### config.mk
export PLATFORM = sky130hd
export DESIGN_NAME = port_pin_state_oe_and_alt_mux
export DESIGN_NICKNAME = d
export VERILOG_FILES = /design/src/inc/port_mux_pkg.sv /design/src/rtl/pin_sync.sv /design/src/rtl/port_alt_route.sv /design/src/rtl/port_pin_state_oe_and_alt_mux.sv
export VERILOG_INCLUDE_DIRS = /design/src /design/src/inc
export SDC_FILE = /design/constraint.sdc
export NUM_CORES = 1
export LEC_CHECK = 0
export BUFFER_PORTS_ARGS = -buffer_cell sky130_fd_sc_hd__buf_2
export CAP_MARGIN = 20
export CORE_MARGIN = 2
export CORE_UTILIZATION = 32
export DETAILED_ROUTE_END_ITERATION = 12
export PLACE_DENSITY_LB_ADDON = 0.12
export SLEW_MARGIN = 20
export SYNTH_ARGS = -nofsm -noshare
export SYNTH_HDL_FRONTEND = slang
export SYNTH_SLANG_ARGS = --single-unit
export TNS_END_PERCENT = 5
### constraint.sdc
create_clock -name clk_in -period 1.62 [get_ports clk_in]
set_input_delay 0.162 -clock clk_in [delete_from_list [all_inputs] [get_ports clk_in]]
set_output_delay 0.162 -clock clk_in [all_outputs]
set_load 0.05 [all_outputs]
### src/inc/port_mux_cfg.svh
// Purpose: constants of the port pin state, drive enable and alt mux
// Assumes: byte-wide register port from the internal processor
// Notes:   addresses are 16-bit register addresses
//
// Overview of operation
// - Pin-state registers return live pin levels in any pin mode.
// - Five read/write drive-enable registers, one bit per pin, reset 0.
// - Ports A to C pick each pin's alternate use by a select bit.
// - Ports D and E switch all eight pins at once in modes 10-11 with config bit 2 set.
// - Port A pins 0-2: engine state on config bit 3, else timers, strobe.
// - Port A pins 3, 6, 7 drive chip select and receive echoes.
// - Port A pins 4, 5: strobes, or ready and slave strobe inputs by secondary select.
// - Port B pins 0-3 carry external, engine or FIFO data in modes 01-11.
// - Without alternate use, enabled pins drive latch, others float.
// - Alternate use cuts latch and buffer; drive enable then ignored.
`ifndef PORT_MUX_CFG_SVH
`define PORT_MUX_CFG_SVH

`define ADDR_PORT_A_PIN_LEVELS      16'h7F99
`define ADDR_PORT_B_PIN_LEVELS      16'h7F9A
`define ADDR_PORT_C_PIN_LEVELS      16'h7F9B
`define ADDR_PORT_D_PIN_LEVELS      16'h7842
`define ADDR_PORT_E_PIN_LEVELS      16'h7846
`define ADDR_PORT_A_DRIVE_ENABLE    16'h7F9C
`define ADDR_PORT_B_DRIVE_ENABLE    16'h7F9D
`define ADDR_PORT_C_DRIVE_ENABLE    16'h7F9E
`define ADDR_PORT_D_DRIVE_ENABLE    16'h7843
`define ADDR_PORT_E_DRIVE_ENABLE    16'h7847
`define ADDR_PORT_A_ALT_SELECT      16'h7F93
`define ADDR_PORT_B_ALT_SELECT      16'h7F94
`define ADDR_PORT_C_ALT_SELECT      16'h7F95
`define ADDR_PORT_A_SECONDARY       16'h7F91
`define ADDR_INTERFACE_CONFIG       16'h784A

`define DRIVE_ENABLE_RESET          8'h00
`define ALT_SELECT_RESET            8'h00
`define INTERFACE_CONFIG_RESET      8'h00
`define READ_IDLE                   8'h00
`define PIN_RESET                   8'h00

`define IFCFG_MODE_MSB              1
`define IFCFG_MODE_LSB              0
`define IFCFG_GROUP_BIT             2
`define IFCFG_ENGINE_STATE_BIT      3

`endif

### src/inc/port_mux_pkg.sv
// Purpose: types shared by the port pin mux files
// Assumes: five 8-bit ports
// Notes:   port_set_t holds one byte per port
package port_mux_pkg;

    typedef enum logic [1:0]
    {
        MODE_PORTS   = 2'b00,
        MODE_EXT_BUS = 2'b01,
        MODE_ENGINE  = 2'b10,
        MODE_FIFO    = 2'b11
    } if_mode_t;

    typedef struct packed
    {
        logic [7:0] e;
        logic [7:0] d;
        logic [7:0] c;
        logic [7:0] b;
        logic [7:0] a;
    } port_set_t;

    typedef struct packed
    {
        logic [2:0] engine_state_out;
        logic       timer0_toggle_out;
        logic       timer1_toggle_out;
        logic       ext_oe_strobe;
        logic       ext_chip_select;
        logic       serial0_receive_echo;
        logic       serial1_receive_echo;
        logic       write_strobe_out;
        logic       read_strobe_out;
        logic       serial1_transmit;
        logic [3:0] ext_bus_out;
        logic [3:0] ext_bus_oe;
        logic [3:0] engine_bus_out;
        logic [3:0] engine_bus_oe;
        logic [3:0] fifo_bus_out;
        logic [3:0] fifo_bus_oe;
        logic [7:0] port_d_alt_out;
        logic [7:0] port_d_alt_oe;
        logic [7:0] port_e_alt_out;
        logic [7:0] port_e_alt_oe;
    } alt_source_t;

    typedef struct packed
    {
        logic       ready_input_4;
        logic       ready_input_5;
        logic       slave_write_strobe;
        logic       slave_read_strobe;
        logic       timer2_count_input;
        logic       timer2_capture_input;
        logic       serial1_receive;
        logic [3:0] bus_data_in;
    } alt_sink_t;

    typedef struct packed
    {
        port_set_t  drive_enable;
        logic [7:0] port_a_alt_select;
        logic [7:0] port_b_alt_select;
        logic [7:0] port_c_alt_select;
        logic [7:0] port_a_secondary_select;
        logic [7:0] interface_configuration;
    } mux_config_t;

endpackage : port_mux_pkg

### src/rtl/pin_sync.sv
// Purpose: two-stage synchronizer for pin levels
// Assumes: pins may change at any time
// Notes:   first stage feeds only the second
`timescale 1ns/100ps
`include "port_mux_cfg.svh"
module pin_sync #(
    parameter int WIDTH = 40
) (
    // Clock and reset
    input  wire logic             clk_in,
    input  wire logic             rst_in,
    // Levels
    input  wire logic [WIDTH-1:0] d_in,
    output logic      [WIDTH-1:0] q_out
);
    logic [WIDTH-1:0] meta;
    logic [WIDTH-1:0] next_meta;
    logic [WIDTH-1:0] next_q;

    always_comb
    begin
        next_meta = d_in;
        next_q    = meta;
        if (rst_in)
        begin
            next_meta = '0;
            next_q    = '0;
        end
    end

    always_ff @(posedge clk_in)
    begin
        meta  <= next_meta;
        q_out <= next_q;
    end
endmodule : pin_sync

### src/rtl/port_alt_route.sv
// Purpose: per-pin choice between latch drive and alternate uses
// Assumes: configuration and sources are synchronous to the clock
// Notes:   purely combinational; the top registers the result
`timescale 1ns/100ps
`include "port_mux_cfg.svh"
module port_alt_route (
    // Configuration and sources
    input  port_mux_pkg::mux_config_t cfg_in,
    input  port_mux_pkg::port_set_t   latch_in,
    input  port_mux_pkg::alt_source_t src_in,
    // Pin drive
    output port_mux_pkg::port_set_t   pin_out,
    output port_mux_pkg::port_set_t   pin_oe_out
);
    import port_mux_pkg::*;

    if_mode_t   mode;
    logic [7:0] a_val;
    logic [7:0] a_drv;
    logic [7:0] ifcfg;

    always_comb
    begin
        ifcfg = cfg_in.interface_configuration;
        mode  = if_mode_t'(ifcfg[`IFCFG_MODE_MSB:`IFCFG_MODE_LSB]);
        // General I/O: latch drives where enabled and not alternate
        pin_out       = latch_in;
        pin_oe_out.a  = cfg_in.drive_enable.a & ~cfg_in.port_a_alt_select;
        pin_oe_out.b  = cfg_in.drive_enable.b & ~cfg_in.port_b_alt_select;
        pin_oe_out.c  = cfg_in.drive_enable.c & ~cfg_in.port_c_alt_select;
        pin_oe_out.d  = cfg_in.drive_enable.d;
        pin_oe_out.e  = cfg_in.drive_enable.e;
        // Port A alternate outputs
        a_val = {src_in.serial1_receive_echo, src_in.serial0_receive_echo,
                 src_in.read_strobe_out, src_in.write_strobe_out,
                 src_in.ext_chip_select, src_in.ext_oe_strobe,
                 src_in.timer1_toggle_out, src_in.timer0_toggle_out};
        a_drv = {2'b11, ~cfg_in.port_a_secondary_select[5:4], 4'hF};
        for (int i = 0; i < 8; i++)
        begin
            if (cfg_in.port_a_alt_select[i])
            begin
                pin_out.a[i]    = a_val[i];
                pin_oe_out.a[i] = a_drv[i];
            end
        end
        if (ifcfg[`IFCFG_ENGINE_STATE_BIT])
        begin
            pin_out.a[2:0]    = src_in.engine_state_out;
            pin_oe_out.a[2:0] = 3'h7;
        end
        // Port B low nibble
        case (mode)
            MODE_PORTS:
            begin
                if (cfg_in.port_b_alt_select[3])
                begin
                    pin_out.b[3]    = src_in.serial1_transmit;
                    pin_oe_out.b[3] = 1'b1;
                end
            end
            MODE_EXT_BUS:
            begin
                pin_out.b[3:0]    = src_in.ext_bus_out;
                pin_oe_out.b[3:0] = src_in.ext_bus_oe;
            end
            MODE_ENGINE:
            begin
                pin_out.b[3:0]    = src_in.engine_bus_out;
                pin_oe_out.b[3:0] = src_in.engine_bus_oe;
            end
            MODE_FIFO:
            begin
                pin_out.b[3:0]    = src_in.fifo_bus_out;
                pin_oe_out.b[3:0] = src_in.fifo_bus_oe;
            end
            default:
            begin
                pin_oe_out.b[3:0] = 4'h0;
            end
        endcase
        // Ports D and E switch as whole bytes
        if (mode[1] && ifcfg[`IFCFG_GROUP_BIT])
        begin
            pin_out.d    = src_in.port_d_alt_out;
            pin_oe_out.d = src_in.port_d_alt_oe;
            pin_out.e    = src_in.port_e_alt_out;
            pin_oe_out.e = src_in.port_e_alt_oe;
        end
    end
endmodule : port_alt_route

### src/rtl/port_pin_state_oe_and_alt_mux.sv
// Purpose: pin state, drive enable and alternate routing of five ports
// Assumes: single-cycle register strobes from the internal processor
// Notes:   read data appears one cycle after the read strobe
`timescale 1ns/100ps
`include "port_mux_cfg.svh"
module port_pin_state_oe_and_alt_mux (
    // Clock and reset
    input  wire logic                 clk_in,
    input  wire logic                 rst_in,
    // Register port
    input  wire logic [15:0]          reg_addr_in,
    input  wire logic                 reg_write_in,
    input  wire logic                 reg_read_in,
    input  wire logic [7:0]           reg_wdata_in,
    output logic      [7:0]           reg_rdata_out,
    // Core side
    input  port_mux_pkg::port_set_t   output_latch_in,
    input  port_mux_pkg::alt_source_t alt_source_in,
    output port_mux_pkg::alt_sink_t   alt_sink_out,
    // Pins
    input  port_mux_pkg::port_set_t   pin_in,
    output port_mux_pkg::port_set_t   pin_out,
    output port_mux_pkg::port_set_t   pin_oe_out
);
    import port_mux_pkg::*;

    // ------------------------------------------------------------
    // Declarations
    // ------------------------------------------------------------
    mux_config_t cfg;
    mux_config_t next_cfg;
    port_set_t   levels;
    port_set_t   route_out;
    port_set_t   route_oe;
    port_set_t   next_pin_out;
    port_set_t   next_pin_oe;
    alt_sink_t   next_sink;
    logic [7:0]  next_rdata;
    if_mode_t    mode;

    // ------------------------------------------------------------
    // Register read decode
    // ------------------------------------------------------------
    function automatic logic [7:0] read_mux(
        input logic [15:0] addr,
        input mux_config_t c,
        input port_set_t   lv
    );
        logic [7:0] r;
        r = `READ_IDLE;
        case (addr)
            `ADDR_PORT_A_PIN_LEVELS:   r = lv.a;
            `ADDR_PORT_B_PIN_LEVELS:   r = lv.b;
            `ADDR_PORT_C_PIN_LEVELS:   r = lv.c;
            `ADDR_PORT_D_PIN_LEVELS:   r = lv.d;
            `ADDR_PORT_E_PIN_LEVELS:   r = lv.e;
            `ADDR_PORT_A_DRIVE_ENABLE: r = c.drive_enable.a;
            `ADDR_PORT_B_DRIVE_ENABLE: r = c.drive_enable.b;
            `ADDR_PORT_C_DRIVE_ENABLE: r = c.drive_enable.c;
            `ADDR_PORT_D_DRIVE_ENABLE: r = c.drive_enable.d;
            `ADDR_PORT_E_DRIVE_ENABLE: r = c.drive_enable.e;
            `ADDR_PORT_A_ALT_SELECT:   r = c.port_a_alt_select;
            `ADDR_PORT_B_ALT_SELECT:   r = c.port_b_alt_select;
            `ADDR_PORT_C_ALT_SELECT:   r = c.port_c_alt_select;
            `ADDR_PORT_A_SECONDARY:    r = c.port_a_secondary_select;
            `ADDR_INTERFACE_CONFIG:    r = c.interface_configuration;
            default:                   r = `READ_IDLE;
        endcase
        return r;
    endfunction : read_mux

    // ------------------------------------------------------------
    // Pin synchronizer
    // ------------------------------------------------------------
    pin_sync #(
        .WIDTH ($bits(port_set_t))
    ) u_sync (
        .clk_in (clk_in),
        .rst_in (rst_in),
        .d_in   (pin_in),
        .q_out  (levels)
    );

    // ------------------------------------------------------------
    // Alternate routing
    // ------------------------------------------------------------
    port_alt_route u_route (
        .cfg_in     (cfg),
        .latch_in   (output_latch_in),
        .src_in     (alt_source_in),
        .pin_out    (route_out),
        .pin_oe_out (route_oe)
    );

    // ------------------------------------------------------------
    // Configuration registers
    // ------------------------------------------------------------
    always_comb
    begin
        next_cfg = cfg;
        if (reg_write_in)
        begin
            case (reg_addr_in)
                `ADDR_PORT_A_DRIVE_ENABLE: next_cfg.drive_enable.a = reg_wdata_in;
                `ADDR_PORT_B_DRIVE_ENABLE: next_cfg.drive_enable.b = reg_wdata_in;
                `ADDR_PORT_C_DRIVE_ENABLE: next_cfg.drive_enable.c = reg_wdata_in;
                `ADDR_PORT_D_DRIVE_ENABLE: next_cfg.drive_enable.d = reg_wdata_in;
                `ADDR_PORT_E_DRIVE_ENABLE: next_cfg.drive_enable.e = reg_wdata_in;
                `ADDR_PORT_A_ALT_SELECT:   next_cfg.port_a_alt_select = reg_wdata_in;
                `ADDR_PORT_B_ALT_SELECT:   next_cfg.port_b_alt_select = reg_wdata_in;
                `ADDR_PORT_C_ALT_SELECT:   next_cfg.port_c_alt_select = reg_wdata_in;
                `ADDR_PORT_A_SECONDARY:
                    next_cfg.port_a_secondary_select = reg_wdata_in;
                `ADDR_INTERFACE_CONFIG:
                    next_cfg.interface_configuration = reg_wdata_in;
                default:
                    next_cfg = cfg;
            endcase
        end
        if (rst_in)
        begin
            next_cfg.drive_enable            = {5{`DRIVE_ENABLE_RESET}};
            next_cfg.port_a_alt_select       = `ALT_SELECT_RESET;
            next_cfg.port_b_alt_select       = `ALT_SELECT_RESET;
            next_cfg.port_c_alt_select       = `ALT_SELECT_RESET;
            next_cfg.port_a_secondary_select = `ALT_SELECT_RESET;
            next_cfg.interface_configuration = `INTERFACE_CONFIG_RESET;
        end
    end

    always_ff @(posedge clk_in)
    begin
        cfg <= next_cfg;
    end

    // ------------------------------------------------------------
    // Pin drive, alternate inputs and read data
    // ------------------------------------------------------------
    always_comb
    begin
        next_pin_out = route_out;
        next_pin_oe  = route_oe;
        // Alternate inputs always follow the pin
        next_sink.ready_input_4        = levels.a[4];
        next_sink.ready_input_5        = levels.a[5];
        next_sink.slave_write_strobe   = levels.a[4];
        next_sink.slave_read_strobe    = levels.a[5];
        next_sink.timer2_count_input   = levels.b[0];
        next_sink.timer2_capture_input = levels.b[1];
        next_sink.serial1_receive      = levels.b[2];
        next_sink.bus_data_in          = levels.b[3:0];
        next_rdata = `READ_IDLE;
        if (reg_read_in)
        begin
            next_rdata = read_mux(reg_addr_in, cfg, levels);
        end
        if (rst_in)
        begin
            next_pin_out = {5{`PIN_RESET}};
            next_pin_oe  = {5{`DRIVE_ENABLE_RESET}};
            next_sink    = '0;
            next_rdata   = `READ_IDLE;
        end
    end

    always_ff @(posedge clk_in)
    begin
        pin_out       <= next_pin_out;
        pin_oe_out    <= next_pin_oe;
        alt_sink_out  <= next_sink;
        reg_rdata_out <= next_rdata;
    end

    // ------------------------------------------------------------
    // Assertions
    // ------------------------------------------------------------
    assign mode = if_mode_t'(cfg.interface_configuration
                             [`IFCFG_MODE_MSB:`IFCFG_MODE_LSB]);
endmodule : port_pin_state_oe_and_alt_mux

==> results of run 1 <==
-- flip-flops by register name, summed over array words and instances (netlist names) --
name           count
pin_out           40
cfg               80
pin_oe_out        40
u_sync.meta       40
alt_sink_out       6
u_sync.q_out      40
reg_rdata_out      8
-- kinds of logic (layout without fill, tap and decap cells) --
kind of cell	after synthesis	in the layout	share of synthesized area, %
compound gates	133	133	9.017
flops	254	254	53.57
buf+inv	82	544	3.678
mux	99	99	11.39
simple gates	400	400	22.34
-- cell type report --
cell class	instances	area [sq um]	area share, %
timing repair buffer	488	3457	24.58
inverter	6	22.52	0.1601
sequential	254	5086	36.17
tap	390	488.0	3.470
multi-input combinational	632	4066	28.91
clock buffer	38	799.5	5.685
clock inverter	12	143.9	1.023
-- path summary, 6_finish.rpt --
path,start,end,slack [ns],depth (start not counted)
max,u_sync.q_out[11]$_SDFF_PP0_,reg_rdata_out[3]$_SDFF_PP0_,-0.13,5
max reg2reg,u_sync.q_out[11]$_SDFF_PP0_,reg_rdata_out[3]$_SDFF_PP0_,-0.13,5
min,reg_wdata_in[7],cfg[15]$_SDFFE_PP0P_,0.01,3
min reg2reg,u_sync.meta[8]$_SDFF_PP0_,u_sync.q_out[8]$_SDFF_PP0_,0.43,1
-- critical path: stages, from the launching register on --
cell,delay [ns]
dfxtp_2,0.32
mux2_4,0.29
a32oi_1,0.17
mux2i_1,0.13
a222oi_1,0.50
a21oi_1,0.18
-- metal layers --
layer / GRT usage, % / share of wire (%) / wire length, um
met2: 33.25 / 47 / 14830
met1: 27.03 / 45 / 14350
met3: 3.424 / 6.2 / 1960
met5: 0 / 0 / 0
met4: 4.787 / 1.7 / 539
-- synth_stat cells (all sizes together) (5+ instances only) --
cell / n
a211oi: 8
a21oi: 69
a222oi: 7
a22o: 5
a22oi: 6
a31oi: 6
a32o: 5
a32oi: 9
and2: 11
buf: 28
clkbuf: 48
dfxtp: 254
inv: 6
mux2: 12
mux2i: 81
mux4: 6
nand2: 118
nand3: 17
nand4: 7
nor2: 92
nor2b: 107
nor3: 8
nor3b: 15
o21ai: 9
-- cells in the final DEF (no fill, tap or decap), types with 3 or more instances in the layout --
cell,n
and4b_1,4
buf_2,273
nor2_1,92
nor2b_1,107
a32oi_1,9
and2_1,11
nand4_1,3
nand2_1,117
dfxtp_1,253
o21ai_0,8
inv_1,6
nor3b_1,15
a22o_1,5
clkbuf_8,5
a21oi_1,69
buf_12,13
and3b_1,4
nand3_1,15
mux2i_1,81
mux2_2,11
dlygate4sd3_1,123
bufinv_16,3
a222oi_1,7
a31oi_1,6
clkbuf_1,5
a22oi_1,6
buf_4,78
and3_1,3
nand4_2,3
clkinv_2,6
a32o_1,5
mux4_2,6
clkbuf_16,29
a211oi_1,8
nor3_1,8
-- repair_timing --
item                                    CTS  global route
pin swaps                                 3             0
gates resized for setup                   2             3
hold endpoints to repair                 95             1
endpoints found under the setup margin    1             3
buffers inserted                          0             0
hold buffers                            122             1
-- metrics by stage --
step                      cells  hold slack (ns)  setup slack [ns]  setup TNS, ns  area (sq um)
after floorplan             968           0.2902           0.01241              0          9492
after global placement     1647           0.3687           -0.2463         -9.225         11880
after detailed placement   1647           0.3750           -0.2528         -10.25         11880
after CTS                  1819        0.0006654          -0.08278       -0.08278         14050
after global routing       1820          0.01566           -0.2385        -0.2552         14060
final                      1820          0.01254           -0.1255        -0.1255         14060
-- report_power, final --
part	switching, mW	total [mW]	internal (mW)	leakage (nW)
Clock	2.52	6.44	3.92	0.462
Sequential	0.0466	6.44	6.40	2.07
Combinational	0.665	1.26	0.597	3.71
Total	3.23	14.1	10.9	6.24
==> summary.md, run 1 <==
| Metric | Value |
|---|---|
| First-pass GRT wire length | 47.84 mm |
| DIE HEIGHT | 176.2 um |
| Final worst-path cycle share | 107.7% |
| Max-slew headroom | 54.82% |
| Vias in the first global route | 8420 |
| Leakage | 6.245 nW |
| Post-DP HPWL | 22.90 mm |
| Initial DRC Count | 455 |
| I/O Pins | 275 |
| CTS tree | yes |
| Crit start category | register |
| Routed WL | 31.68 mm |
| Clock Sink Count | 254 |
| RePlAce Congestion | 0.8801 |
| Synth async-reset ratio | 0% |
| Vias | 8445 |
| H-tree Lvls | 1 |
| Crit Path Class | register to register |
| Chip width | 176.2 um |
| Failing checks | setup timing |
| Yosys warning total | 0 |
| Yosys reg bits | 254 |
| Worst Tran Pin Value | 0.6765 ns |
| Nets | 1586 |
| Final setup margin | -0.1255 ns |
| EDFF count, synth | 0 |
| 1st-pass router iterations | 7 |
| Outcome | complete, but fails checks |
| Pins over their slew limit | 0 |
| Residual DRC | 0 |
| F_max | 572.9 MHz |
| Worst-skew pair later-pin latency | 0.54 ns |
| Initial Utilization | 32.28% |
| Via-to-Cell Ratio | 4.640 |
| CP max FO | 2 |
| Mapped Cells | 968 |
| Antenna Nets Post-Route | 0 |
| Top-area cell type share of the netlist area | 53.57% |
| Number of buffers created by CTS | 28 |
| Max Cap Viol | 0 |
| Diode count | 0 |
| End-of-flow core utilization | 47.83% |
| Wire per inst | 17.41 um |
| Total gr overflow | 0 |
| Core Rows | 63 |
| Req. time, crit path | 1.99 ns |
| Final setup viols | 1 |
| Area grow syn2layout | 48.17% |
| CP arrival | 2.12 ns |
| Clock tree buffer depth | 3 |
| Register area share after synthesis | 53.57% |
| Power per cell area | 1006 nW/um^2 |
| HP Class | input port to register |
| Number of library cell types mapped by synthesis | 51 |
| Layout cell share with drive strength beyond 1 | 31.19% |
| Root Buffer | clkbuf_16 |
| Skew final | 0.01280 ns |
| Initial antenna violation count | 0 |
| Crit. End Element | register |
| GR Util All Layers | 19.99% |
| Worst IR Drop VDD | 0.6624 mV |
| Hold Vio Cnt, Final | 0 |
| Largest net degree at the start of global routing | 79 |
| Syn nets | 1144 |
| Ys flop type | dfxtp_1 |
| Synth Area per Inst | 9.805 sq um |
| Cell taking the most area after synthesis | dfxtp_1 |
| Final Power | 14.14 mW |
| Worst-path clk slew | 0.06 ns |
| RSZ-0062 raised after global routing | yes |
| Full die area | 31060 sq um |
| Synthesized area | 9492 sq um |
| Crit path time final | 1.746 ns |
| Fillcell total | 2840 |
| Port Buf Inserts | 274 |
| Core area | 29400 sq um |
| Area contributors post-synth | dfxtp_1, mux2i_1, nor2b_1 |
Note: power is estimated with default switching activity, not from simulation.
==> run 2: changes to the inputs <==
--- a/config.mk
+++ b/config.mk
@@ -9,9 +9,10 @@
 export BUFFER_PORTS_ARGS = -buffer_cell sky130_fd_sc_hd__buf_2
 export CAP_MARGIN = 20
 export CORE_MARGIN = 2
-export CORE_UTILIZATION = 32
+export CORE_UTILIZATION = 40
 export DETAILED_ROUTE_END_ITERATION = 12
 export PLACE_DENSITY_LB_ADDON = 0.12
+export SKIP_LAST_GASP = 1
 export SLEW_MARGIN = 20
 export SYNTH_ARGS = -nofsm -noshare
 export SYNTH_HDL_FRONTEND = slang
==> run 2 against run 1 <==
Effect of this change: first-iteration DRC count increased by 24%; register-to-register slack improved by 0.14 ns; clock-buffer cell count decreased by 1; global-route usage increased by 3.4 points; cell count decreased by 3.8%; setup slack improved by 0.14 ns; largest cell class unchanged; maximum frequency increased by 8.5%; hold slack improved by 0.0084 ns; clock skew decreased by 0.00066 ns; clock power decreased by 2%; non-clock buffer count increased by 3; the flow now finishes without violations.
==> summary.md, run 2 (synthesis results as in run 1) <==
| Metric | Value |
|---|---|
| Pins over their slew limit | 0 |
| Max stage delay on crit path | 0.34 ns |
| GR Util All Layers | 23.36% |
| Core Rows | 56 |
| Sw Pwr | 3.139 mW |
| End-of-flow core utilization | 59.61% |
| Dpl cells | 1577 |
| Post-route cell area | 13950 sq um |
| Residual DRC | 0 |
| Most common cell after layout, fill and taps aside | buf_2 |
| Switching share of power | 22.40% |
| Vias | 8454 |
| Crit. End Element | register |
| Clock Sink Count | 254 |
| Crit Path Class | register to register |
| Final Power | 14.01 mW |
| Area post-placement | 11770 sq um |
| Clock power share | 45.1% |
| Antenna Nets Post-Route | 0 |
| Max FFs per register | 80 |
| Top Family by Delay on Critical Path | compound AO/OA/AOI/OAI gates |
| I/O Pins | 275 |
| Leakage | 6.235 nW |
| Fillcell total | 2070 |
| Vias in the first global route | 8160 |
| H-tree Lvls | 1 |
| Port Buf Inserts | 274 |
| Pre-CTS setup slack | -0.2061 ns |
| Routed WL | 30.47 mm |
| First-pass GRT wire length | 44.67 mm |
| Layout cell share with drive strength beyond 1 | 31.17% |
| Power per cell area | 1004 nW/um^2 |
| Nets | 1588 |
| Area of the multi-input gates | 4058 sq um |
| Crit path time final | 1.608 ns |
| 1st-pass router iterations | 6 |
| RSZ-0062 raised after global routing | yes |
| Final setup viols | 0 |
| Total gr overflow | 0 |
| Initial Utilization | 40.56% |
| CP max FO | 2 |
| Setup_tns | 0 ns |
| Most frequent cells in the layout | buf_2, dfxtp_1, dlygate4sd3_1 |
| CTS resizes | 0 |
| RePlAce Congestion | 0.8731 |
| Int Power | 10.87 mW |
| Largest net degree at the start of global routing | 78 |
| Hold Vio Cnt, Final | 0 |
| Crit start category | register |
| Post-DP HPWL | 21.30 mm |
| Skew final | 0.01215 ns |
| Seq pwr share | 46.0% |
| F_max | 621.8 MHz |
| CP arrival | 2.01 ns |
| Initial antenna violation count | 0 |
| Comb power frac | 9.0% |
| Post-CTS setup buffer count | 0 |
| Worst-skew pair later-pin latency | 0.52 ns |
| Worst-path clk slew | 0.06 ns |
| Full die area | 24980 sq um |
| Max-slew headroom | 69.79% |
| Root Buffer | clkbuf_16 |
| Via-to-Cell Ratio | 4.831 |
| Biggest register | cfg |
| Max Cap Viol | 0 |
| HP Class | input port to register |
| Initial DRC Count | 566 |
| Worst Tran Pin Value | 0.4525 ns |
| Slowest CP cell | a222oi_1 |
| Wire per inst | 17.41 um |
| CP cell instances | mux2_2 -> a32oi_1 -> mux2i_1 -> a222oi_1 -> buf_4 -> a21oi_1 |
| Final setup margin | 0.01187 ns |
| Fin cells | 1750 |
| Chip width | 158.0 um |
| CTS tree | yes |
| Register area | 5085 sq um |
| Worst IR Drop VDD | 0.6774 mV |
| Core area | 23400 sq um |
| Final worst-path cycle share | 99.27% |
| CP Buf/Inv Count | 1 |
| Area grow syn2layout | 46.97% |
| Req. time, crit path | 2.03 ns |
| Clock tree buffer depth | 3 |
| Hold slack | 0.02092 ns |
| Number of buffers created by CTS | 27 |
| Diode count | 0 |
| Outcome | complete, no violations |
| DIE HEIGHT | 158.0 um |
## run 2: cell types whose count changed in the layout (fill, tap and decap cells not counted), moves of 2 or more
cell / previous run / this run
buf_12: 13 / 11
buf_4: 78 / 81
clkbuf_1: 5 / 2
clkbuf_16: 29 / 27
clkbuf_8: 5 / 8
dlygate4sd3_1: 123 / 125
## run 2: worst paths after layout
kind,startpoint,to,slack [ns],depth (start not counted)
worst max register to register,u_sync.q_out[11]$_SDFF_PP0_,reg_rdata_out[3]$_SDFF_PP0_,0.01,6
worst min register to register,u_sync.meta[18]$_SDFF_PP0_,u_sync.q_out[18]$_SDFF_PP0_,0.43,1
worst max-delay path,u_sync.q_out[11]$_SDFF_PP0_,reg_rdata_out[3]$_SDFF_PP0_,0.01,6
worst min-delay path,alt_source_in[42],pin_oe_out[10]$_SDFF_PP0_,0.02,3
## run 2: timing repair
item,4_1_cts,5_1_grt
hold endpoints to repair,100,0
endpoints found under the setup margin,1,4
pin swaps,1,0
hold buffers,125,0
## run 2: area by class of cell
type | instances | area share [%]
tap | 319 | 2.861
inverter | 6 | 0.1614
sequential | 254 | 36.45
multi-input combinational | 632 | 29.09
timing repair buffer | 491 | 24.78
clock inverter | 11 | 0.9687
clock buffer | 37 | 5.687
## run 2: power by group through the flow
stage	sequential, mW	combinational [mW]	clock, mW
after floorplan	6.76	0.364	0
after global placement	6.57	1.01	0
after detailed placement	6.57	1.02	0
after CTS	6.44	1.25	6.45
after global routing	6.45	1.34	6.70
final	6.44	1.26	6.31
## run 2: routing by layer
metal  vias up  GRT usage, %  wire length (um)
li1       4182             -                 -
met1      3936         31.52             13920
met5         -             0                 0
met3        40         3.696              1995
met4         0         4.762               444
met2       296         39.67             14120
## run 2: tightest hold or removal path, cell delays in order
cell	delay [ns]
buf_2	0.07
a211oi_1	0.06
a211oi_1	0.19
==> run 3: changes to the inputs <==
--- a/config.mk
+++ b/config.mk
@@ -9,8 +9,9 @@
 export BUFFER_PORTS_ARGS = -buffer_cell sky130_fd_sc_hd__buf_2
 export CAP_MARGIN = 20
 export CORE_MARGIN = 2
-export CORE_UTILIZATION = 40
+export CORE_UTILIZATION = 47
 export DETAILED_ROUTE_END_ITERATION = 12
+export MAX_ROUTING_LAYER = met4
 export PLACE_DENSITY_LB_ADDON = 0.12
 export SKIP_LAST_GASP = 1
 export SLEW_MARGIN = 20
==> run 3 against run 2 <==
Effect of this change: hold slack got worse by 0.016 ns; clock skew shrank 0.0022 ns; utilization rose by 11 points; non-clock buffer count is 1 higher; setup slack better by 0.0016 ns; global-route usage up 5.2 points; sequential power about the same; largest cell class unchanged; highest routed layer unchanged.
==> summary.md, run 3 (synthesis results as in run 1) <==
| Metric | Value |
|---|---|
| Most frequent cells in the layout | buf_2, dfxtp_1, dlygate4sd3_1 |
| 1st-pass router iterations | 6 |
| Clock Sink Count | 254 |
| Pins over their slew limit | 0 |
| Post-DP HPWL | 20.66 mm |
| HP Class | input port to register |
| Slowest CP cell | mux4_2 |
| Crit start category | register |
| RePlAce Congestion | 0.9359 |
| Final setup margin | 0.01351 ns |
| Worst Tran Pin Value | 0.5973 ns |
| Max-slew headroom | 60.18% |
| Hold slack | 0.004607 ns |
| Initial antenna violation count | 0 |
| Final worst-path cycle share | 99.17% |
| Initial Utilization | 48.29% |
| Clock power share | 43.7% |
| CP max FO | 2 |
| RSZ-0062 raised after global routing | yes |
| Number of buffers created by CTS | 26 |
| Crit Path Class | register to register |
| Core Rows | 51 |
| Worst-path clk slew | 0.06 ns |
| F_max | 622.5 MHz |
| Residual DRC | 0 |
| Skew final | 0.009908 ns |
| Register area | 5087 sq um |
| Vias | 8614 |
| I/O Pins | 275 |
| Top Family by Delay on Critical Path | multiplexers |
| Worst IR Drop VDD | 0.8212 mV |
| Area grow syn2layout | 45.28% |
| Comb power frac | 9.2% |
| Total gr overflow | 0 |
| GR Util All Layers | 28.57% |
| Leakage | 6.196 nW |
| Full die area | 21350 sq um |
| Biggest register | cfg |
| Int Power | 10.60 mW |
| Max Cap Viol | 0 |
| Max FFs per register | 80 |
| Req. time, crit path | 2.03 ns |
| Worst-skew pair later-pin latency | 0.53 ns |
| Sw Pwr | 3.062 mW |
| Max stage delay on crit path | 0.50 ns |
| Switching share of power | 22.41% |
| CTS tree | yes |
| Area of the multi-input gates | 4061 sq um |
| Routed WL | 30.39 mm |
| Layout cell share with drive strength beyond 1 | 31.02% |
| Port Buf Inserts | 274 |
| DIE HEIGHT | 146.1 um |
| Seq pwr share | 47.1% |
| Initial DRC Count | 564 |
| Wire per inst | 17.95 um |
| Via-to-Cell Ratio | 5.088 |
| Chip width | 146.1 um |
| Most common cell after layout, fill and taps aside | buf_2 |
| Vias in the first global route | 8497 |
| Pre-CTS setup slack | -0.2624 ns |
| Largest net degree at the start of global routing | 136 |
| Final Power | 13.66 mW |
| Antenna Nets Post-Route | 0 |
| Crit. End Element | register |
| Power per cell area | 990.9 nW/um^2 |
| First-pass GRT wire length | 46.91 mm |
| Hold Vio Cnt, Final | 0 |
| H-tree Lvls | 1 |
| Root Buffer | clkbuf_16 |
| End-of-flow core utilization | 70.16% |
| Crit path time final | 1.606 ns |
| CP Buf/Inv Count | 0 |
| Clock tree buffer depth | 3 |
| Final setup viols | 0 |
| CP arrival | 2.01 ns |
| Core area | 19650 sq um |
| Fillcell total | 1539 |
| Nets | 1588 |
| Diode count | 0 |
| CP cell instances | mux4_2 -> nand2_1 -> a31oi_1 -> a2111oi_0 -> nor2_1 |
| Outcome | complete, no violations |
run 3: changes by cell type in the layout (fill, tap and decap cells not counted), moves of 2 or more:
cell           before  now
buf_4              81   87
clkbuf_1            2    7
clkinv_2            6    2
dlygate4sd3_1     125  122
buf_12             11    9
clkbuf_8            8    6
clkinvlp_4          2    0
dfxtp_1           254  252
dfxtp_2             0    2
run 3: final cells by class:
class	instances	share of cell area, %
Clock buffer	40	5.689
Clock inverter	4	0.5081
Inverter	6	0.1633
Multi-Input combinational cell	632	29.45
Sequential cell	254	36.89
Tap cell	265	2.404
Timing Repair Buffer	492	24.89
run 3: routing by layer:
layer,share of wire (%),global-route usage [%],vias to the layer above,routed length (um)
met4,1.3,4.660,0,395
met1,44,37.83,4058,13480
met2,48,47.12,341,14440
met3,6.8,4.719,31,2069
met5,0,-,-,0
li1,-,-,4184,-
run 3: stage by stage:
stage | std cells | setup TNS (ns) | area [sq um]
3_3_place_gp | 1526 | -5.864 | 11700
3_5_place_dp | 1526 | -8.213 | 11700
4_1_cts | 1692 | 0 | 13780
6_report | 1693 | 0 | 13790
5_1_grt | 1693 | -0.2083 | 13790
2_1_floorplan | 968 | 0 | 9492
run 3: power by group through the flow:
stage	sequential [mW]	combinational [mW]	clock, mW
6_report	6.44	1.26	5.97
2_1_floorplan	6.76	0.364	0
3_3_place_gp	6.57	0.999	0
5_1_grt	6.45	1.34	6.32
4_1_cts	6.44	1.23	6.05
3_5_place_dp	6.58	1.01	0
run 3: path summary, 6_finish.rpt:
check                             startpoint                          end  slack [ns]  depth (start not counted)
hold reg to reg   u_sync.meta[35]$_SDFF_PP0_  u_sync.q_out[35]$_SDFF_PP0_        0.43                          1
setup / recovery        cfg[49]$_SDFFE_PP0P_  reg_rdata_out[1]$_SDFF_PP0_        0.01                          5
setup reg to reg        cfg[49]$_SDFFE_PP0P_  reg_rdata_out[1]$_SDFF_PP0_        0.01                          5
hold / removal             alt_source_in[49]     pin_oe_out[9]$_SDFF_PP0_       0.005                          3
run 3: worst min-delay path, stage by stage:
cell      delay [ns]
buf_2           0.11
mux2i_1         0.12
a211oi_1        0.08
run 3: what timing repair did:
| action | 4_1_cts | 5_1_grt |
|---|---|---|
| buffers inserted | 0 | 1 |
| setup endpoints to repair | 0 | 5 |
| hold buffers | 122 | 0 |
| resized for setup | 0 | 3 |
| endpoints found under the hold margin | 111 | 0 |
